`config.mk`:
```
export PLATFORM = sky130hd
export DESIGN_NAME = spi_port_shift_exchange
export DESIGN_NICKNAME = d
export VERILOG_FILES = /design/src/spi_port_pkg.sv /design/src/spi_port_shift_exchange.sv
export VERILOG_INCLUDE_DIRS = /design/src
export SDC_FILE = /design/constraint.sdc
export NUM_CORES = 1
export LEC_CHECK = 0
export BUFFER_PORTS_ARGS = -buffer_cell sky130_fd_sc_hd__buf_2
export CAP_MARGIN = 20
export CORE_ASPECT_RATIO = 1.4
export CORE_MARGIN = 2
export CORE_UTILIZATION = 45
export DETAILED_ROUTE_END_ITERATION = 10
export PLACE_DENSITY = 0.74
export SLEW_MARGIN = 15
export SYNTH_ARGS = -nofsm -noshare
export SYNTH_HDL_FRONTEND = slang
export SYNTH_SLANG_ARGS = --single-unit
```
`constraint.sdc`:
```
create_clock -name sys_clk -period 7.3 [get_ports sys_clk]
set_clock_uncertainty 0.2 [all_clocks]
set_input_delay 1.46 -clock sys_clk [delete_from_list [all_inputs] [get_ports sys_clk]]
set_output_delay 1.46 -clock sys_clk [all_outputs]
set_load 0.05 [all_outputs]
```
`src/spi_port_map.svh`:
```
`ifndef SPI_PORT_MAP_SVH
`define SPI_PORT_MAP_SVH
// Register byte offsets
`define REG_CTRL_OFF      8'h00
`define REG_STATUS_OFF    8'h04
`define REG_BUF_OFF       8'h08
`define REG_DIV_OFF       8'h0C
// Control fields
`define CTRL_EN_BIT       0
`define CTRL_MASTER_BIT   1
`define CTRL_CPOL_BIT     2
`define CTRL_CPHA_BIT     3
`define CTRL_SSEN_BIT     4
`define CTRL_BOEN_BIT     5
`define CTRL_RATE_LSB     6
`define CTRL_RATE_MSB     8
// Status fields
`define STAT_FULL_BIT     0
`define STAT_EVENT_BIT    1
`define STAT_WRITE_COLLISION_FLAG_BIT     2
`define STAT_BUSY_BIT     3
`define STAT_OVF_BIT      4
// Reset values
`define CTRL_RESET        9'h000
`define DIV_RESET         8'h00
`define BUF_RESET         8'h00
// Timing counts, in system clocks per half bit, and bits per byte
`define HALF_DIV4         8'h02
`define HALF_DIV16        8'h08
`define HALF_DIV64        8'h20
`define BITS_PER_BYTE     4'h8
`endif

```
`src/spi_port_pkg.sv`:
```
`default_nettype none
package spi_port_pkg;
    typedef enum logic [2:0] {
        RATE_DIV4  = 3'h0,
        RATE_DIV16 = 3'h1,
        RATE_DIV64 = 3'h2,
        RATE_TMR   = 3'h3,
        RATE_DIVN  = 3'h4
    } rate_sel_e;

    typedef struct packed {
        rate_sel_e  rate;
        logic       boen;
        logic       ssen;
        logic       cpha;
        logic       cpol;
        logic       master;
        logic       en;
    } ctrl_s;

    typedef struct packed {
        logic       sck;
        logic       sdo;
        logic       sdi;
        logic       ss_n;
    } pins_in_s;

    typedef enum logic [1:0] {
        ST_IDLE  = 2'b00,
        ST_LEAD  = 2'b01,
        ST_TRAIL = 2'b11
    } master_st_e;
endpackage : spi_port_pkg
`default_nettype wire

```
`src/spi_port_shift_exchange.sv`:
```
`default_nettype none
`include "spi_port_map.svh"
module spi_port_shift_exchange
    import spi_port_pkg::*;
(
    input  wire logic        sys_clk,
    input  wire logic        srst,
    input  wire logic [31:0] wb_adr_i,
    input  wire logic [31:0] wb_dat_i,
    output logic      [31:0] wb_dat_o,
    input  wire logic [3:0]  wb_sel_i,
    input  wire logic        wb_we_i,
    input  wire logic        wb_cyc_i,
    input  wire logic        wb_stb_i,
    output logic             wb_ack_o,
    input  wire logic        tmr_match,
    input  wire logic        serial_clock_line_i,
    output logic             serial_clock_line_o,
    output logic             serial_clock_line_oe_n,
    input  wire logic        serial_data_input,
    output logic             serial_data_output,
    output logic             serial_data_output_oe_n,
    input  wire logic        target_select_line_n
);
    // Pin synchronisers: first stage read only by the second
    pins_in_s    meta_r;
    pins_in_s    sync_r;
    logic        sck_d_r;

    ctrl_s       ctrl_r;
    logic [7:0]  div_r;
    logic [7:0]  buf_r;
    logic [7:0]  link_shift_register_r;
    logic [3:0]  bit_cnt_r;
    logic        receive_full_flag_r;
    logic        port_event_flag_r;
    logic        write_collision_flag_r;
    logic        overflow_r;
    logic        busy_r;
    logic        in_bit_r;
    logic        sck_out_r;
    logic        sck_oe_n_r;
    logic        sdo_r;
    logic        sdo_oe_n_r;
    logic [8:0]  half_cnt_r;
    master_st_e  mst_r;

    always_ff @(posedge sys_clk) begin
        if (srst) begin
            meta_r  <= '0;
            sync_r  <= '0;
            sck_d_r <= 1'b0;
        end else begin
            meta_r  <= {serial_clock_line_i, 1'b0, serial_data_input,
                        target_select_line_n};
            sync_r  <= meta_r;
            sck_d_r <= sync_r.sck;
        end
    end

    // Bus decode
    wire        bus_req   = wb_cyc_i & wb_stb_i & ~wb_ack_o;
    wire        bus_wr    = bus_req & wb_we_i & wb_sel_i[0];
    wire [7:0]  bus_off   = wb_adr_i[7:0];
    wire        hit_ctrl  = bus_off == `REG_CTRL_OFF;
    wire        hit_stat  = bus_off == `REG_STATUS_OFF;
    wire        hit_buf   = bus_off == `REG_BUF_OFF;
    wire        hit_div   = bus_off == `REG_DIV_OFF;
    wire        wr_ctrl   = bus_wr & hit_ctrl;
    wire        wr_stat   = bus_wr & hit_stat;
    wire        wr_div    = bus_wr & hit_div;
    wire        wr_buf    = bus_wr & hit_buf;
    wire        rd_buf    = bus_req & ~wb_we_i & hit_buf;
    wire        is_master = ctrl_r.en & ctrl_r.master;
    wire        is_target = ctrl_r.en & ~ctrl_r.master;
    // Without select sync the target is always considered selected
    wire        selected  = ~ctrl_r.ssen | ~sync_r.ss_n;
    wire        tgt_act   = is_target & selected;
    // Collision blocks the write until software clears it
    wire        buf_block = busy_r | write_collision_flag_r
                            | (receive_full_flag_r & ~ctrl_r.boen);
    wire        buf_load  = wr_buf & ctrl_r.en & ~buf_block;
    wire        collide   = wr_buf & ctrl_r.en & busy_r;

    wire [31:0] stat_word = {27'h0, overflow_r, busy_r,
                             write_collision_flag_r, port_event_flag_r,
                             receive_full_flag_r};
    wire [31:0] rd_mux    = hit_ctrl ? {23'h0, ctrl_r} :
                            hit_stat ? stat_word :
                            hit_buf  ? {24'h0, buf_r} :
                            hit_div  ? {24'h0, div_r} : 32'h0;

    // Master bit timing
    wire [8:0]  half_lim  =
        ctrl_r.rate == RATE_DIV16 ? {1'b0, `HALF_DIV16} :
        ctrl_r.rate == RATE_DIV64 ? {1'b0, `HALF_DIV64} :
        ctrl_r.rate == RATE_DIVN  ? {div_r, 1'b0} + 9'h002 :
                                    {1'b0, `HALF_DIV4};
    wire        half_tick = ctrl_r.rate == RATE_TMR ? tmr_match :
                            (half_cnt_r == half_lim - 9'h001);
    // Each timer match is one half bit, so the clock is match rate / 2
    wire        tmr_half  = half_tick;

    // Target edges from synchronised pin; edge sense follows cpol
    wire        sck_rise  = sync_r.sck & ~sck_d_r;
    wire        sck_fall  = ~sync_r.sck & sck_d_r;
    wire        lead_edge = ctrl_r.cpol ? sck_fall : sck_rise;
    wire        trail_edge = ctrl_r.cpol ? sck_rise : sck_fall;
    // cpha=0: capture on leading, shift on trailing; cpha=1 opposite
    wire        m_lead    = mst_r == ST_LEAD & tmr_half;
    wire        m_trail   = mst_r == ST_TRAIL & tmr_half;
    wire        cap_ev    = is_master ? (ctrl_r.cpha ? m_trail : m_lead)
                          : tgt_act & (ctrl_r.cpha ? trail_edge : lead_edge);
    wire        shf_ev    = is_master ? (ctrl_r.cpha ? m_lead : m_trail)
                          : tgt_act & (ctrl_r.cpha ? lead_edge : trail_edge);
    wire        last_bit  = bit_cnt_r == `BITS_PER_BYTE - 4'h1;
    // Byte ends on the second edge of the eighth clock, or of the seventh clock when cpha=1
    wire        end_ev    = is_master ? m_trail & last_bit
                          : tgt_act & trail_edge & last_bit;
    // Master takes its bit at the shift edge straight from the synchroniser:
    // it then shows the pin two clocks back, still inside the capture half,
    // which keeps the fastest rate exact despite the pin latency
    wire        in_pick   = is_master ? sync_r.sdi : in_bit_r;
    wire [7:0]  shifted   = {link_shift_register_r[6:0], in_pick};

    always_ff @(posedge sys_clk) begin
        wb_ack_o <= ~srst & bus_req;
        wb_dat_o <= srst ? 32'h0 : rd_mux;
    end

    always_ff @(posedge sys_clk) begin
        if (srst) begin
            ctrl_r <= `CTRL_RESET;
            div_r  <= `DIV_RESET;
        end else begin
            if (wr_ctrl)
                ctrl_r <= wb_dat_i[`CTRL_RATE_MSB:0];
            if (wr_div)
                div_r <= wb_dat_i[7:0];
        end
    end

    // Flags: hardware set wins over software clear
    always_ff @(posedge sys_clk) begin
        if (srst) begin
            receive_full_flag_r    <= 1'b0;
            port_event_flag_r      <= 1'b0;
            write_collision_flag_r <= 1'b0;
            overflow_r             <= 1'b0;
        end else begin
            receive_full_flag_r <= end_ev | (receive_full_flag_r & ~rd_buf);
            port_event_flag_r   <= end_ev | (port_event_flag_r
                                   & ~(wr_stat & wb_dat_i[`STAT_EVENT_BIT]));
            write_collision_flag_r <= collide | (write_collision_flag_r
                                   & ~(wr_stat & wb_dat_i[`STAT_WRITE_COLLISION_FLAG_BIT]));
            overflow_r <= (end_ev & receive_full_flag_r & ~rd_buf)
                          | (overflow_r
                             & ~(wr_stat & wb_dat_i[`STAT_OVF_BIT]));
        end
    end

    always_ff @(posedge sys_clk) begin
        if (srst) begin
            buf_r                 <= `BUF_RESET;
            link_shift_register_r <= `BUF_RESET;
            bit_cnt_r             <= 4'h0;
            in_bit_r              <= 1'b0;
            busy_r                <= 1'b0;
        end else if (!ctrl_r.en) begin
            bit_cnt_r <= 4'h0;
            busy_r    <= 1'b0;
        end else begin
            if (buf_load) begin
                buf_r                 <= wb_dat_i[7:0];
                link_shift_register_r <= wb_dat_i[7:0];
                bit_cnt_r             <= 4'h0;
                busy_r                <= is_master;
            end else if (end_ev) begin
                buf_r                 <= shifted;
                link_shift_register_r <= shifted;
                bit_cnt_r             <= 4'h0;
                busy_r                <= 1'b0;
            end else if (shf_ev) begin
                link_shift_register_r <= shifted;
                bit_cnt_r             <= bit_cnt_r + 4'h1;
            end
            if (cap_ev)
                in_bit_r <= sync_r.sdi;
            // Target is busy from first captured bit of a byte
            if (!is_master && cap_ev && !buf_load)
                busy_r <= 1'b1;
        end
    end

    // Master clock generator and pin drivers
    always_ff @(posedge sys_clk) begin
        if (srst) begin
            mst_r      <= ST_IDLE;
            half_cnt_r <= 9'h000;
            sck_out_r  <= 1'b0;
        end else begin
            half_cnt_r <= (half_tick || mst_r == ST_IDLE) ? 9'h000
                          : half_cnt_r + 9'h001;
            case (mst_r)
                ST_IDLE: begin
                    sck_out_r <= ctrl_r.cpol;
                    if (buf_load && is_master)
                        mst_r <= ST_LEAD;
                end
                ST_LEAD: begin
                    if (!is_master)
                        mst_r <= ST_IDLE;
                    else if (tmr_half) begin
                        sck_out_r <= ~ctrl_r.cpol;
                        mst_r     <= ST_TRAIL;
                    end
                end
                ST_TRAIL: begin
                    if (!is_master)
                        mst_r <= ST_IDLE;
                    else if (tmr_half) begin
                        sck_out_r <= ctrl_r.cpol;
                        mst_r <= last_bit ? ST_IDLE : ST_LEAD;
                    end
                end
                default: mst_r <= ST_IDLE;
            endcase
        end
    end

    // Data out shows current MSB; floats when target unselected
    always_ff @(posedge sys_clk) begin
        if (srst) begin
            sck_oe_n_r <= 1'b1;
            sdo_r      <= 1'b0;
            sdo_oe_n_r <= 1'b1;
        end else begin
            sck_oe_n_r <= ~is_master;
            // First bit shows at once, ahead of a timer tick on the next edge
            sdo_r      <= buf_load ? wb_dat_i[7]
                          : link_shift_register_r[7];
            sdo_oe_n_r <= ~(is_master | tgt_act);
        end
    end

    assign serial_clock_line_o     = sck_out_r;
    assign serial_clock_line_oe_n  = sck_oe_n_r;
    assign serial_data_output      = sdo_r;
    assign serial_data_output_oe_n = sdo_oe_n_r;
endmodule : spi_port_shift_exchange
`default_nettype wire

```
==> results_dict.tcl, run 1 <==
set metrics [dict create \
    status "finished clean" \
    clkSinkCount 75 \
    cp_max_fo 19 \
    synthTopCellsByArea "dfxtp_1 38%, mux2i_1 7.8%, nor2_1 5.8%, buf_4 4.7%, nor2b_1 3.3%" \
    area_growth_pct 10.7 \
    hp-class "register to register" \
    hold_viol 0 \
    wl_mm 8.61 \
    grt_usage_pct 18.4 \
    tritoncts "yes" \
    htree_levels 3 \
    ctsRootBufferMaster "clkbuf_16" \
    crit_top_cell "a21oi_1" \
    cpPeakStageDelay_ns 0.62 \
    powerDensity_mw_per_mm2 202 \
    peakVddDrop_mv 0.127 \
    slew_violations 0 \
    avgViaCountPerCell 5.52 \
    seq_area_sq_mm 0.00150 \
    cts-hold-fix-buffers 0 \
    fin_ws_ns 3.25 \
    drt_iter0_drc 182 \
    nNetsFinal 559 \
    die_area_sq_mm 0.00964 \
    grt_pass1_wl_mm 14.2 \
    clk_pin_slew_ns 0.05 \
    dpl.hpwl_mm 6.32 \
    grt_max_degree 59 \
    postCtsResizedCells 0 \
    cp.required_ns 7.31 \
    slowest_stage "dfxtp_1" \
    crit_path_end_kind "register" \
    num_vias 3244 \
    preCtsSetupSlack_ns 3.04 \
    start_kind "register" \
    cts_setup_buffers 0 \
    p_leak_nw 1.79 \
    initial_core_util_pct 46.3 \
    synthesis.area_sq_mm 0.00399 \
    post-route-period-util_pct 55.5 \
    setup_violations 0 \
    syn_avg_cell_area_sq_um 8.78 \
    critical_path_class "register to register" \
    grt_antenna_before_repair 0 \
    ys_ff_latch 75 \
    yosysWarnings 0 \
    crit_chain "nand2b_1 -> a21oi_1 -> a21oi_1 -> inv_1 -> ha_1 -> inv_1 -> a221oi_1 -> a21o_1 -> a21oi_1 -> or4_1 -> a2111oi_4 -> o2111ai_1 -> buf_4 -> nand3_2 -> mux2_1" \
    rows 40 \
    worst_hold_slack_ns 0.239 \
    grt_overflow 0 \
    cts_made_buffers 9 \
    wl_per_cell_um 14.6 \
    final_cell_mix "75 x dfxtp_1, 62 x nor2_1, 40 x buf_2, 31 x mux2i_1" \
    ys_seq_area_share_pct 37.7 \
    die_h_um 115 \
    yosys.area.top_type_share_pct 37.7 \
    drive_gt1_share_pct 14.5 \
    dieWidth_um 83.5 \
    tightest_slew_ns 0.990 \
    grt_pass1_vias 3065 \
    finalPower_w 0.000891 \
    nFillCells 808 \
    syn_inst 454 \
    drtPass1Iterations 4 \
    min_period_ns 4.05 \
    io_pins 114 \
    crit_arrival_ns 4.06 \
    async_flop_share_pct 0 \
    cts_max_path_buffers 2 \
    ys.flop_type "dfxtp_1" \
    multi_input_area_sq_mm 0.00222 \
    reg2reg_setup_slack_ns 3.25 \
    grt_setup_unrepaired "false" \
    synth_top_cell_by_area "dfxtp_1" \
    ant_nets 0 \
    relSlewSlack_pct 34.0 \
    fin_tns_setup_ns 0 \
    portBuffers 40 \
    timing.fmax_ghz 0.247 \
    final_common_cell "dfxtp_1" \
    cap_viol_max_count 0 \
    core_sq_mm 0.00861 \
    antenna_cells 0 \
    drc 0 \
    clk_latency_ns 0.33 \
    synth_edf_count 0 \
    yosys.cell_types.count 61 \
    gp_congestion 0.837 \
]
## cell usage after synthesis, types with 2 or more instances
cell      number
nand3_1       13
nor2b_1       21
o211ai_1       2
ha_1           4
mux2i_1       31
nand3b_1       3
a21oi_1       21
nor4_1         3
o21a_1         3
nor4bb_1       2
a211oi_1      14
inv_1         14
xor2_1        11
a31oi_1        8
mux2_1         6
buf_4         25
clkbuf_1      19
and3_1         8
nand2_1       23
or3_1          4
nor2_1        62
dfxtp_1       75
or2_2          2
xnor2_1       12
nand2b_1       6
buf_2          4
nor4b_1        2
a311oi_1       4
nor3_1         4
o21ai_0        9
o21ai_1        2
a221oi_1       2
mux4_2         5
buf_1          3
## cell type report
class | instances | area share, %
Clock inverter | 2 | 0.794
Timing Repair Buffer | 42 | 4.88
Sequential cell | 75 | 34.0
Tap cell | 105 | 2.98
Multi-Input combinational cell | 335 | 50.3
Inverter | 15 | 1.28
Clock buffer | 14 | 5.76
## logic make-up (layout without fill, tap and decap cells)
logic type	after synthesis	in the layout	share of synthesized area, %
other cells	1	23	0.0941
flops	75	75	37.7
fa+ha+maj	4	4	1.26
buf+inv	66	73	8.70
simple gates	166	166	21.5
compound gates	77	77	13.4
mux	42	42	12.3
xor+xnor	23	23	5.05
## per-layer routing
layer | GRT usage [%] | vias up | routed length (um)
li1 | - | 1596 | -
met1 | 20.0 | 1538 | 3460
met2 | 33.3 | 89 | 4460
met3 | 3.30 | 21 | 360
met4 | 11.1 | 0 | 331
met5 | 0 | - | 0
## metrics by stage
stage	cells	area, sq um	utilization [%]
floorplan	476	4070	-
global placement	572	4120	47.9
detailed placement	572	4120	47.9
CTS	588	4410	51.3
finish	588	4410	51.3
global route	588	4410	51.3
## report_power, final
| group | total, W | switching, W | leakage [nW] | internal [W] |
|---|---|---|---|---|
| clock | 0.000429 | 0.000156 | 0.141 | 0.000274 |
| sequential | 0.000412 | 0.000000693 | 0.605 | 0.000411 |
| combinational | 0.0000495 | 0.0000403 | 1.04 | 0.00000918 |
## worst max-delay path, delay by kind of cell, from the launching register on
kind            cells  cell delay (ns)
simple gates        3             0.83
fa+ha+maj           1             0.18
mux                 1             0.35
buf+inv             3             0.40
compound gates      7             1.34
flops               1             0.62
## sequential cells by signal (all words and copies together) (netlist names), 2 cells and up
register               cells
ctrl_r                     9
half_cnt_r                 9
div_r                      8
wb_dat_o                   9
sync_r                     3
meta_r                     3
buf_r                      8
mst_r                      2
link_shift_register_r      8
bit_cnt_r                  4
## path summary, 6_finish.rpt
path                                 from                        to  cells after the start
worst max-delay path            ctrl_r[7]  link_shift_register_r[6]                     15
worst min-delay path            meta_r[1]                 sync_r[1]                      1
worst max register to register  ctrl_r[7]  link_shift_register_r[6]                     15
worst min register to register  meta_r[1]                 sync_r[1]                      1
No activity file was read; power rests on OpenSTA's default activity.
==> run 2, diff against run 1 <==
==> constraint.sdc (replaced) <==
create_clock -name sys_clk -period 3.9 [get_ports sys_clk]
set_clock_uncertainty 0.2 [all_clocks]
set_input_delay 0.78 -clock sys_clk [delete_from_list [all_inputs] [get_ports sys_clk]]
set_output_delay 0.78 -clock sys_clk [all_outputs]
set_load 0.05 [all_outputs]
==> run 2 against run 1 <==
  * Non-clock buffer count increased by 11
  * Via count rose by 1.4%
  * Final cell count grew 1.9%
  * Power increased by 110%
  * Global-route usage up 0.56 points
  * Die area did not move
  * Critical path type unchanged
  * Largest power group unchanged
==> results_dict.tcl, run 2 (synthesis gave the netlist of run 1 again) <==
set metrics [dict create \
    whs_path_depth 1 \
    clk_latency_ns 0.34 \
    drive_gt1_share_pct 17.8 \
    critical_path_class "register to register" \
    multi_input_area_sq_mm 0.00223 \
    cts-hold-fix-buffers 0 \
    peakVddDrop_mv 0.268 \
    cp.required_ns 3.94 \
    clk_pin_slew_ns 0.06 \
    slew_violations 0 \
    postLayoutCoreUtil_pct 53.1 \
    hold_viol 0 \
    cp_max_fo 15 \
    ctsRootBufferMaster "clkbuf_16" \
    hp-class "register to register" \
    io_pins 114 \
    final_cell_mix "73 x dfxtp_1, 62 x nor2_1, 40 x buf_2, 31 x mux2i_1" \
    cts_made_buffers 9 \
    power_frac_comb_pct 5.2 \
    p_seq_share_pct 42.0 \
    relSlewSlack_pct 47.0 \
    clkSinkCount 75 \
    fin_ws_ns 0.102 \
    portBuffers 40 \
    cap_viol_max_count 0 \
    seq_area_sq_mm 0.00150 \
    htree_levels 3 \
    crit_arrival_ns 3.84 \
    rows 40 \
    post-route-period-util_pct 97.4 \
    reg2reg_depth 11 \
    status "finished clean" \
    wl_mm 8.87 \
    pwr-share-clk_pct 52.8 \
    p_leak_nw 1.88 \
    grt_max_degree 47 \
    p_switching_w 0.000405 \
    grt_usage_pct 18.9 \
    setup_violations 0 \
    ant_nets 0 \
    intPower_w 0.00143 \
    start_kind "register" \
    drt_iter0_drc 187 \
    cts_max_path_buffers 2 \
    cts_setup_buffers 0 \
    antenna_cells 0 \
    num_vias 3288 \
    final_cells 599 \
    wl_per_cell_um 14.8 \
    final_area_sq_mm 0.00457 \
    core_sq_mm 0.00861 \
    final_common_cell "dfxtp_1" \
    dp.cells 583 \
    grt_pass1_vias 3272 \
    nNetsFinal 570 \
    dieWidth_um 83.5 \
    crit_path_end_kind "register" \
    switching_share_pct 22.1 \
    placed_cell_area_sq_mm 0.00421 \
    timing.fmax_ghz 0.263 \
    drtPass1Iterations 4 \
    powerDensity_mw_per_mm2 401 \
    die_area_sq_mm 0.00964 \
    dpl.hpwl_mm 6.52 \
    tightest_slew_ns 0.795 \
    nFillCells 790 \
    preCtsSetupSlack_ns 0.0955 \
    grt_antenna_before_repair 0 \
    reg_top3 "ctrl_r x9, half_cnt_r x9, wb_dat_o x9" \
    grt_pass1_wl_mm 14.6 \
    drc 0 \
    gp_congestion 0.886 \
    die_h_um 115 \
    grt_overflow 0 \
    avgViaCountPerCell 5.49 \
    postCtsResizedCells 0 \
    tritoncts "yes" \
    min_period_ns 3.80 \
    area_growth_pct 14.8 \
    initial_core_util_pct 46.3 \
    grt_setup_unrepaired "true" \
]
-- run 2: cell count changes in the layout (fill, tap and decap cells not counted) --
cell,before,now
a221oi_2,0,1
nor3b_2,1,0
dfxtp_1,75,73
buf_4,2,13
nor3b_4,0,1
clkinv_4,0,2
a221oi_1,2,1
dfxtp_2,0,2
clkbuf_1,4,0
bufinv_16,1,3
-- run 2: worst paths after layout --
kind / start / to / slack [ns]
worst max-delay path: div_r[1] / buf_r[4] / 0.10
worst min-delay path: meta_r[1] / sync_r[1] / 0.24
worst max register to register: div_r[1] / buf_r[4] / 0.10
worst min register to register: meta_r[1] / sync_r[1] / 0.24
-- run 2: worst max-delay path, stage by stage (launching register included) --
cell and delay, ns:
dfxtp_1 0.41, ha_1 0.29, nor4bb_1 0.33, and3_1 0.23
nor2b_1 0.21, nand2_1 0.08, or4b_1 0.53, a2111oi_4 0.41
o2111ai_1 0.28, buf_4 0.31, mux2i_1 0.14, a211oi_1 0.27
-- run 2: stage by stage --
step	setup TNS (ns)	hold slack (ns)	power, W
2_1_floorplan	0	0.214	0.000877
3_3_place_gp	0	0.216	0.000881
3_5_place_dp	0	0.231	0.000882
4_1_cts	0	0.245	0.00184
5_1_grt	-0.215	0.264	0.00188
6_report	0	0.243	0.00184
-- run 2: layout make-up --
class	instances	share of cell area, %
repair buffers	53	6.51
well taps	105	2.87
clock buffers	10	5.23
flip-flops and latches	75	32.9
inverters	15	1.23
clock inverters	6	2.46
multi-input cells	335	48.8
-- run 2: routing by layer --
metal	vias up	routed length (um)	part of all wire, %	GRT usage (%)
met3	29	344	3.9	3.73
li1	1614	-	-	-
met5	-	0	0	0
met2	76	4650	52	34.3
met4	0	406	4.6	12.7
met1	1569	3470	39	19.9
-- run 2: power by group through the flow --
stage	logic, W	registers [W]	clock network, W
5_1_grt	0.0000997	0.000771	0.00101
3_3_place_gp	0.0000929	0.000788	0
3_5_place_dp	0.0000938	0.000788	0
4_1_cts	0.0000942	0.000771	0.000979
6_report	0.0000949	0.000771	0.000970
2_1_floorplan	0.0000885	0.000789	0
==> run 3, diff against run 2 <==
--- a/config.mk
+++ b/config.mk
@@ -7,7 +7,7 @@
 export NUM_CORES = 1
 export LEC_CHECK = 0
 export BUFFER_PORTS_ARGS = -buffer_cell sky130_fd_sc_hd__buf_2
-export CAP_MARGIN = 20
+export CAP_MARGIN = 10
 export CORE_ASPECT_RATIO = 1.4
 export CORE_MARGIN = 2
 export CORE_UTILIZATION = 45
==> constraint.sdc (replaced) <==
create_clock -name sys_clk -period 4 [get_ports sys_clk]
set_clock_uncertainty 0.2 [all_clocks]
set_input_delay 0.8 -clock sys_clk [delete_from_list [all_inputs] [get_ports sys_clk]]
set_output_delay 0.8 -clock sys_clk [all_outputs]
set_load 0.05 [all_outputs]
==> run 3 against run 2 <==
  * Flip-flop and latch count unchanged
  * Final area shrank 2.4%
  * Via count fell by 0.76%
  * Core utilization shrank 1.2 points
  * Fmax increased by 0.88%
  * Non-clock buffer count shrank 5
  * Die area is the same
  * Combinational power shrank 3.4%
  * Final cell count is 1.0% lower
  * Largest cell class unchanged
==> results_dict.tcl, run 3 (synthesis gave the netlist of run 1 again) <==
set metrics [dict create \
    initial_core_util_pct 46.3 \
    clk_latency_ns 0.34 \
    cp_max_fo 14 \
    ant_nets 0 \
    wl_mm 8.79 \
    start_kind "register" \
    dpl.hpwl_mm 6.55 \
    clkSinkCount 75 \
    grt_usage_pct 18.9 \
    nFillCells 795 \
    cts-hold-fix-buffers 0 \
    tightest_slew_ns 0.735 \
    final_cell_mix "75 x dfxtp_1, 62 x nor2_1, 40 x buf_2, 31 x mux2i_1" \
    critical_path_class "register to register" \
    area_growth_pct 12.1 \
    peakVddDrop_mv 0.236 \
    intPower_w 0.00123 \
    switching_share_pct 23.0 \
    die_area_sq_mm 0.00964 \
    core_sq_mm 0.00861 \
    hold_viol 0 \
    rows 40 \
    crit_arrival_ns 3.78 \
    worst_hold_slack_ns 0.237 \
    grt_pass1_vias 3110 \
    pwr-share-clk_pct 47.3 \
    cp.required_ns 4.02 \
    ctsRootBufferMaster "clkbuf_16" \
    power_frac_comb_pct 5.7 \
    io_pins 114 \
    powerDensity_mw_per_mm2 359 \
    status "finished clean" \
    p_seq_share_pct 47.0 \
    antenna_cells 0 \
    grt_antenna_before_repair 0 \
    setup_violations 0 \
    slew_violations 0 \
    hp-class "register to register" \
    drt_iter0_drc 188 \
    portBuffers 40 \
    relSlewSlack_pct 51.0 \
    drive_gt1_share_pct 16.6 \
    gp_congestion 0.850 \
    min_period_ns 3.77 \
    grt_pass1_wl_mm 14.7 \
    wl_per_cell_um 14.8 \
    drc 0 \
    post-route-period-util_pct 94.1 \
    placed_cell_area_sq_mm 0.00416 \
    reg_top3 "ctrl_r x9, half_cnt_r x9, wb_dat_o x9" \
    grt_setup_unrepaired "false" \
    die_h_um 115 \
    timing.fmax_ghz 0.266 \
    cts_made_buffers 9 \
    htree_levels 3 \
    fin_tns_setup_ns 0 \
    avgViaCountPerCell 5.50 \
    p_leak_nw 1.83 \
    clk_pin_slew_ns 0.05 \
    final_area_sq_mm 0.00447 \
    num_vias 3263 \
    seq_area_sq_mm 0.00150 \
    tritoncts "yes" \
    multi_input_area_sq_mm 0.00224 \
    cap_viol_max_count 0 \
    grt_max_degree 43 \
    drtPass1Iterations 4 \
    dieWidth_um 83.5 \
    final_common_cell "dfxtp_1" \
    crit_path_end_kind "register" \
    nNetsFinal 565 \
    cts_max_path_buffers 2 \
    grt_overflow 0 \
    p_switching_w 0.000368 \
]
[run 3: cell count changes in the layout (fill, tap and decap cells not counted), sizes merged]
cell | before | now
clkbuf | 10 | 13
bufinv | 3 | 0
buf | 53 | 48
clkinv | 3 | 2
[run 3: timing repair]
item,CTS,global route
setup endpoints to repair,0,19
setup buffers,0,1
gates resized for setup,0,3
[run 3: path summary, 6_finish.rpt]
kind,from,to,slack [ns],depth (start not counted)
hold / removal,meta_r[0],sync_r[0],0.24,1
hold reg to reg,meta_r[0],sync_r[0],0.24,1
setup reg to reg,ctrl_r[6],link_shift_register_r[6],0.23,10
setup / recovery,ctrl_r[6],link_shift_register_r[6],0.23,10
[run 3: cell type report]
cell class / instances / area share, %
clock inverter: 2 / 0.224
sequential: 75 / 33.6
timing repair buffer: 48 / 5.83
clock buffer: 13 / 6.05
inverter: 15 / 1.26
tap: 105 / 2.94
multi-input combinational: 335 / 50.1
[run 3: layer usage]
layer / up-vias / global-route usage (%) / part of all wire, % / routed length [um]
met4: 0 / 9.68 / 2.8 / 248
met2: 75 / 34.5 / 53 / 4630
met3: 15 / 4.09 / 3.5 / 311
met1: 1575 / 20.7 / 41 / 3590
met5: - / 0 / 0 / 0
li1: 1598 / - / - / -
[run 3: metrics by stage]
stage / power (W) / utilization [%] / std cells / setup slack (ns)
finish: 0.00160 / 51.9 / 593 / 0.235
global route: 0.00165 / 51.9 / 593 / 0.0157
CTS: 0.00161 / 51.6 / 592 / 0.135
detailed placement: 0.000859 / 48.3 / 577 / 0.144
global placement: 0.000858 / 48.3 / 577 / 0.168
floorplan: 0.000856 / - / 476 / 0.521
[run 3: worst max-delay path, cell delays in order (launching register included)]
cell       delay [ns]
dfxtp_1          0.48
or3b_1           0.48
or4_4            0.53
and3_4           0.21
or2_1            0.23
a211oi_2         0.26
a2111oi_4        0.10
buf_4            0.17
a21oi_2          0.35
nand3_2          0.26
mux2_1           0.38
[run 3: power by group through the flow]
stage | combinational, W | clock [W] | sequential (W)
2_1_floorplan | 0.0000862 | 0 | 0.000769
3_3_place_gp | 0.0000902 | 0 | 0.000768
3_5_place_dp | 0.0000909 | 0 | 0.000768
4_1_cts | 0.0000910 | 0.000768 | 0.000752
5_1_grt | 0.0000970 | 0.000796 | 0.000752
6_report | 0.0000917 | 0.000757 | 0.000752
